## config.mk

```make
export PLATFORM = sky130hd
export DESIGN_NAME = input_current_limit_regs
export DESIGN_NICKNAME = d
export VERILOG_FILES = /design/src/iin_limit_pkg.sv /design/src/input_current_limit_regs.sv
export VERILOG_INCLUDE_DIRS = /design/src /design/src/src
export SDC_FILE = /design/constraint.sdc
export NUM_CORES = 1
export LEC_CHECK = 0
export BUFFER_PORTS_ARGS = -buffer_cell sky130_fd_sc_hd__buf_4
export CAP_MARGIN = 20
export CORE_ASPECT_RATIO = 1.2
export CORE_UTILIZATION = 30
export CTS_CLUSTER_DIAMETER = 40
export DETAILED_ROUTE_END_ITERATION = 7
export GPL_TIMING_DRIVEN = 0
export PLACE_DENSITY = 0.61
export SYNTH_ARGS = -nofsm -noshare
export SYNTH_HDL_FRONTEND = slang
export SYNTH_SLANG_ARGS = --single-unit
```

## constraint.sdc

```tcl
create_clock -name mclk_in -period 3.8 [get_ports mclk_in]
set_input_delay 0.19 -clock mclk_in [delete_from_list [all_inputs] [get_ports mclk_in]]
set_output_delay 0.19 -clock mclk_in [all_outputs]
set_load 0.02 [all_outputs]
```

## src/iin_limit_defs.svh

```systemverilog
// Offsets, field positions, reset values and weights of the input current limit registers
`ifndef IIN_LIMIT_DEFS_SVH
`define IIN_LIMIT_DEFS_SVH
`define HOST_LIMIT_LO_ADDR   8'h0E
`define HOST_LIMIT_HI_ADDR   8'h0F
`define EFF_LIMIT_LO_ADDR    8'h24
`define EFF_LIMIT_HI_ADDR    8'h25
`define LIMIT_RESET          16'h4100
`define LIMIT_HI_RESET       8'h41
`define LIMIT_RSVD_BIT       7
`define LIMIT_CODE_W         7
`define LIMIT_STEP_MA        16'h0032
`define LIMIT_MIN_MA         16'h0032
`endif

```

## src/iin_limit_pkg.sv

```systemverilog
// Types shared by the input current limit register pair
package iin_limit_pkg;
  typedef struct packed {
    logic       wr;
    logic       rd;
    logic [7:0] addr;
    logic [7:0] wdata;
  } reg_req_t;

  typedef struct packed {
    logic       sync1;
    logic       sync2;
    logic       adapter_q;
    logic [7:0] host_hi;
    logic [7:0] eff_hi;
    logic [7:0] rdata;
    logic       rvalid;
  } limit_state_t;
endpackage : iin_limit_pkg

```

## src/input_current_limit_regs.sv

```systemverilog
// Input current limit register pair: host setting and limit in force
//
// Contract
// - Bit 7 of the host limit high byte is reserved and a write with it set is refused.
// - Host high byte bits 6..0 weigh 3200 mA down to 50 mA and are summed into the limit.
// - The host limit register resets to 4100h.
// - The host limit low byte is reserved, reads as zero, and ignores writes.
// - The effective register reports the limit in force, from the host or the optimizer.
// - After an optimizer run the effective register holds the optimizer result.
// - Effective code zero means a 50 mA limit, not zero current.
// - The effective limit register resets to 4100h.
// - Adapter removal restores the host limit register to its 3.25 A default.
// - A host code of zero applies a 50 mA limit.
`timescale 1ns/10ps
`include "iin_limit_defs.svh"

module input_current_limit_regs
(
  // Clock and reset
  input  wire logic                   mclk_in,
  input  wire logic                   rst_b_in,
  // Register port, same clock as the serial front end
  input  wire iin_limit_pkg::reg_req_t req_in,
  output logic [7:0]                  rdata_out,
  output logic                        rvalid_out,
  // Optimizer and adapter status
  input  wire logic                   adapter_present_in,
  input  wire logic                   optimizer_done_in,
  input  wire logic [6:0]             optimizer_code_in,
  // Limit applied by regulation
  output logic [6:0]                  limit_code_out,
  output logic [15:0]                 limit_ma_out
);

  iin_limit_pkg::limit_state_t state_reg;
  iin_limit_pkg::limit_state_t state_next;
  logic                        rst_s1_b_reg;
  logic                        rst_b_reg;
  logic                        adapter_lost;
  logic                        host_wr_ok;
  logic                        opt_load;
  logic [7:0]                  read_byte;

  ////////////////////////////////////////////////////////////////////////////
  // Sum of the binary weights of the set code bits
  function automatic logic [15:0] code_weight_sum(input logic [6:0] code);
    logic [15:0] ma;
    ma = 16'h0000;
    for (int i = 0; i < `LIMIT_CODE_W; i++)
    begin
      if (code[i])
      begin
        ma = ma + (`LIMIT_STEP_MA << i);
      end
    end
    return ma;
  endfunction : code_weight_sum

  ////////////////////////////////////////////////////////////////////////////
  // Code to milliamps; zero still means one step, never zero current
  function automatic logic [15:0] code_to_ma(input logic [6:0] code);
    logic [15:0] ma;
    ma = code_weight_sum(code);
    if (code == 7'h00)
    begin
      ma = `LIMIT_MIN_MA;
    end
    return ma;
  endfunction : code_to_ma

  ////////////////////////////////////////////////////////////////////////////
  // A host write lands only on the high byte with the reserved bit clear
  function automatic logic host_write_valid(input iin_limit_pkg::reg_req_t req);
    logic ok;
    ok = 1'b0;
    if (req.wr && (req.addr == `HOST_LIMIT_HI_ADDR))
    begin
      ok = !req.wdata[`LIMIT_RSVD_BIT];
    end
    return ok;
  endfunction : host_write_valid

  ////////////////////////////////////////////////////////////////////////////
  // Read multiplexer; low bytes and unmapped offsets read as zero
  function automatic logic [7:0] read_mux(input logic [7:0] addr,
                                          input logic [7:0] host_hi,
                                          input logic [7:0] eff_hi);
    logic [7:0] data;
    data = 8'h00;
    case (addr)
      `HOST_LIMIT_HI_ADDR: data = host_hi;
      `EFF_LIMIT_HI_ADDR:  data = eff_hi;
      `HOST_LIMIT_LO_ADDR: data = 8'h00;
      `EFF_LIMIT_LO_ADDR:  data = 8'h00;
      default:             data = 8'h00;
    endcase
    return data;
  endfunction : read_mux

  ////////////////////////////////////////////////////////////////////////////
  // Reset release
  always_ff @(posedge mclk_in or negedge rst_b_in)
  begin
    if (!rst_b_in)
    begin
      rst_s1_b_reg <= 1'b0;
      rst_b_reg    <= 1'b0;
    end
    else
    begin
      rst_s1_b_reg <= 1'b1;
      rst_b_reg    <= rst_s1_b_reg;
    end
  end

  ////////////////////////////////////////////////////////////////////////////
  // Event decode
  // Falling edge of the synchronised pin; the flop after the pair holds the old level
  assign adapter_lost = state_reg.adapter_q & ~state_reg.sync2;
  assign host_wr_ok   = host_write_valid(req_in);
  assign opt_load     = optimizer_done_in;
  assign read_byte    = read_mux(req_in.addr, state_reg.host_hi, state_reg.eff_hi);

  ////////////////////////////////////////////////////////////////////////////
  // Next state
  always_comb
  begin
    state_next           = state_reg;

    // Adapter pin is asynchronous, so two flops before use
    state_next.sync1     = adapter_present_in;
    state_next.sync2     = state_reg.sync1;
    state_next.adapter_q = state_reg.sync2;

    // Host setting; it becomes the limit in force until the next optimizer run
    if (host_wr_ok)
    begin
      state_next.host_hi = req_in.wdata;
      state_next.eff_hi  = req_in.wdata;
    end
    // Low byte and effective writes fall through untouched

    // Optimizer result overrides a same-cycle host write
    if (opt_load)
    begin
      state_next.eff_hi = {1'b0, optimizer_code_in};
    end

    // Removal wins over a same-cycle write: the default must hold
    if (adapter_lost)
    begin
      state_next.host_hi = `LIMIT_HI_RESET;
      state_next.eff_hi  = `LIMIT_HI_RESET;
    end

    // Read answer stands one cycle, zero otherwise
    state_next.rvalid    = req_in.rd;
    state_next.rdata     = 8'h00;
    if (req_in.rd)
    begin
      state_next.rdata = read_byte;
    end
  end

  always_ff @(posedge mclk_in or negedge rst_b_reg)
  begin
    if (!rst_b_reg)
    begin
      state_reg           <= '0;
      state_reg.host_hi   <= `LIMIT_HI_RESET;
      state_reg.eff_hi    <= `LIMIT_HI_RESET;
    end
    else
    begin
      state_reg <= state_next;
    end
  end

  ////////////////////////////////////////////////////////////////////////////
  // Outputs
  assign rdata_out      = state_reg.rdata;
  assign rvalid_out     = state_reg.rvalid;
  assign limit_code_out = state_reg.eff_hi[6:0];
  assign limit_ma_out   = code_to_ma(state_reg.eff_hi[6:0]);

endmodule : input_current_limit_regs

```

==> summary.md <==
| Metric | Value |
|---|---|
| Share of Yosys cell area claimed by the top area cell type | `0.286` |
| Clock transition at path regs | `about 0.070 ns` |
| Wire length of the first global-routing pass | `9750 um` |
| Overall die area | `7940 sq um` |
| Worst Reg-to-Reg Cells | `5` |
| Achievable Freq | `about 250 MHz` |
| Sw Ratio | `0.369` |
| Leading cell types by count after synthesis | `41 x sky130_fd_sc_hd__nand2_1, 26 x sky130_fd_sc_hd__dfrtp_1, 21 x sky130_fd_sc_hd__buf_4, 18 x sky130_fd_sc_hd__a21oi_1, 11 x sky130_fd_sc_hd__xnor2_1` |
| Global-route usage over all layers | `0.156` |
| Depth of the CTS H-tree | `2` |
| Initial core utilization | `0.311` |
| Worst EP arrival | `3.82 ns` |
| Total number of yosys warnings | `0` |
| Placeable core region | `7320 sq um` |
| Clock tree root buffer cell | `sky130_fd_sc_hd__clkbuf_8` |
| Area taken by multi-input logic gates | `1570 sq um` |
| Final setup margin | `-0.207 ns` |
| Post-Syn Area | `2280 sq um` |
| Number of cells produced by synthesis | `254` |
| Worst Skew | `~0.0071 ns` |
| Die X | `81.5 um` |
| Worst-case clock buffer depth | `2` |
| Vias | `approximately 2,100` |
| Worst R2R Setup Slack | `2.29 ns` |
| TritonCTS clock tree | `yes` |
| Number of antenna diodes | `0` |
| Count of final max-slew check failures | `0` |
| Tightest Hold Check Type | `primary input to flip-flop` |
| Startpoint type of the worst setup path | `flip-flop` |
| Overflow left after global routing | `0` |
| Non-Filler Instances | `438` |
| Crit path launch | `limit_code_out[0]` |
| First-iteration detailed-routing DRC count | `between 90 and 100` |
| Post-layout util | `0.472` |
| Portion of the clock cycle consumed by the worst path in the final layout | `1.05` |
| Clk network pwr share | `0.206` |
| Internal power contribution | `between 800 and 900 uW` |
| PortBufs | `56` |
| Largest net degree at the start of global routing | `29` |
| Most area-consuming cells after synthesis | `sky130_fd_sc_hd__dfrtp_1 29%, sky130_fd_sc_hd__buf_4 6.9%, sky130_fd_sc_hd__nand2_1 6.8%` |
| Unrepaired setup endpoints after global routing | `true` |
| Average wire per cell in the routed design | `14.2 um` |
| Sequential cell fraction of total power | `0.270` |
| Min cycle time layout | `4.01 ns` |
| Termination of the worst setup path | `limit_ma_out[11]` |
| Count of cells along the worst hold path | `1` |
| Count of flip-flops with a built-in enable after synthesis | `0` |
| Synthesized area per cell | `~9 sq um` |
| Number of setup violations in the final report | `1` |
| Async set-or-reset flop fraction in the synthesized netlist | `1.00` |
| # clock sinks | `30` |
| FF-to-FF Start | `limit_code_out[5]` |
| Number of distinct standard cells referenced by the synthesized netlist | `63` |
| Detailed-route vias per instance | `4.85` |
| HPWL after detailed placement | `4170 um` |
| Worst supply voltage drop on vdd | `0.210 mV` |
| Biggest fanout along the worst timing path | `6` |
| Number of cell rows | `34` |
| Vias in the first global route | `2,078` |
| Number of clock buffers inserted by TritonCTS | `5` |
| Fraction of final layout cells with drive strength greater than 1 | `0.477` |
| Endpoint of the most critical register-to-register path | `limit_code_out[5]` |
| Net switching power of the design | `472 uW` |
| Number of flip-flops in the largest register | `10` |
| Category of the most critical setup path | `flip-flop to primary output` |
| Clock insertion delay at the later pin of the skew report | `0.28 ns` |
| Height of the die | `97.4 um` |
| Leakage power total | `0.00155 uW` |
| Most common flop cell mapped by yosys | `sky130_fd_sc_hd__dfrtp_1` |
| Combinational Power Share | `0.524` |
| Number of failing hold endpoints at the final stage | `0` |
| Power density over cell area | `roughly 370 nW/um^2` |
| Remaining antenna violation count | `0` |
| Largest area contributor in the netlist | `sky130_fd_sc_hd__dfrtp_1` |
| Dominant cell by count in the synthesized netlist | `sky130_fd_sc_hd__nand2_1` |
| Number of storage elements in the synthesis netlist | `30` |
| I/O pin count | `61` |
| Outcome | `finished with violations` |
| Failing checks | `negative setup slack` |
| Setup crit end kind | `primary output` |
| Aggregate routed wire length | `6210 um` |
| Storage cell area | `757 sq um` |
| Initial antenna violation count | `0` |
| Number of nets in the finished design | `384` |
| Maxcap violations | `0` |
| Count of TritonRoute iterations in the first routing pass | `4` |
| Sequential share of the synthesized area | `0.332` |
| Endpoint required time on the critical path | `3.61 ns` |
| Post-route DRC | `0` |
| Final Wtd Congestion | `between 0.8 and 0.9` |
| Relative slew slack | `0.428` |
| DP Cell Count | `roughly 400` |
| Number of fill cells in the layout | `702` |
| Pin slew with the least headroom to its limit | `0.856 ns` |
| Layout overhead on the synthesized area | `51.9%` |
-- per-layer routing --
layer  track usage  vias up  wire [um]
met5             0        -          0
met3        0.0254        8        221
met2         0.257       56       3140
met1         0.207     1014       2750
li1              -     1048          -
met4        0.0440        0         90
-- through the flow --
stage	setup slack, ns	total power (uW)	hold WS [ns]	cell area [sq um]	TNS [ns]
2_1_floorplan	0.0157	669	-0.106	2290	0
3_3_place_gp	-0.448	808	-0.0274	2830	-0.503
3_5_place_dp	-0.503	817	-0.0257	2830	-0.739
4_1_cts	-0.161	1190	0.0157	3220	-0.161
5_1_grt	-0.354	1340	0.0124	3460	-0.455
6_report	-0.207	1280	0.0157	3460	-0.207
-- power by group through the flow --
| stage | clock network [uW] | registers (uW) | logic (uW) |
|---|---|---|---|
| global placement | 0 | 355 | 453 |
| global route | 279 | 348 | 718 |
| CTS | 266 | 349 | 573 |
| finish | 263 | 346 | 671 |
| detailed placement | 0 | 355 | 462 |
| floorplan | 0 | 349 | 320 |
-- kinds of logic (layout without fill, tap and decap cells) --
kind of cell | Yosys count | in the layout | share of synthesized area
compound gates | 62 | 62 | 0.208
xor+xnor | 16 | 16 | 0.0781
fa+ha+maj | 8 | 8 | 0.0440
buf+inv | 41 | 132 | 0.109
flops | 30 | 30 | 0.332
mux | 5 | 5 | 0.0220
other cells | 2 | 5 | 0.00330
simple gates | 90 | 90 | 0.203
-- what timing repair did --
action | in CTS | in global routing
setup buffers | 19 | 9
resized for setup | 28 | 32
endpoints found under the setup margin | 5 | 4
pin swaps | 13 | 18
hold endpoints to repair | 2 | 0
gates cloned | 0 | 0
hold buffers | 1 | 0
-- placed cells by master (no fill, tap or decap), drive strengths merged, types with 3 or more instances in the layout --
cell type and instances:
nand2 41, dfstp 4, o31ai 3, xnor2 11, clkbuf 14, o21ai 9, mux2i 5, ha 8
dfrtp 26, buf 106, conb 5, nor2b 10, inv 10, a22oi 8, nor2 9, xor2 5
nor3 4, o211ai 4, nand3 4, and3 3, a21oi 19
-- critical path, cell delays in order, from the launching register on --
cell and delay (ns):
sky130_fd_sc_hd__dfstp_2 0.54, sky130_fd_sc_hd__buf_6 0.12, sky130_fd_sc_hd__inv_8 0.04, sky130_fd_sc_hd__ha_4 0.33, sky130_fd_sc_hd__nand3_4 0.10, sky130_fd_sc_hd__and3_4 0.21
sky130_fd_sc_hd__o21a_4 0.24, sky130_fd_sc_hd__o31ai_4 0.33, sky130_fd_sc_hd__xor2_4 0.22, sky130_fd_sc_hd__xor2_2 0.20, sky130_fd_sc_hd__ha_2 0.22, sky130_fd_sc_hd__nand2_2 0.06
sky130_fd_sc_hd__or4_1 0.52, sky130_fd_sc_hd__and3_4 0.20, sky130_fd_sc_hd__o311ai_4 0.06, sky130_fd_sc_hd__buf_6 0.16
-- area by class of cell --
type | instances | area share
multi-input cells | 186 | 0.453
flip-flops and latches | 30 | 0.219
repair buffers | 85 | 0.199
plain buffers | 29 | 0.0568
well taps | 90 | 0.0326
clock buffers | 7 | 0.0250
inverters | 10 | 0.0130
clock inverters | 1 | 0.00145
-- worst min path at each step --
stage                       startpoint        endpoint  slack [ns]
global route        adapter_present_in  state_next[26]        0.01
global placement              rst_b_in       rst_b_reg       -0.03
CTS                 adapter_present_in  state_next[26]        0.02
detailed placement            rst_b_in    rst_s1_b_reg       -0.03
floorplan                     rst_b_in       rst_b_reg       -0.11
finish              adapter_present_in  state_next[26]        0.02
No activity file was read; power rests on OpenSTA's default activity.
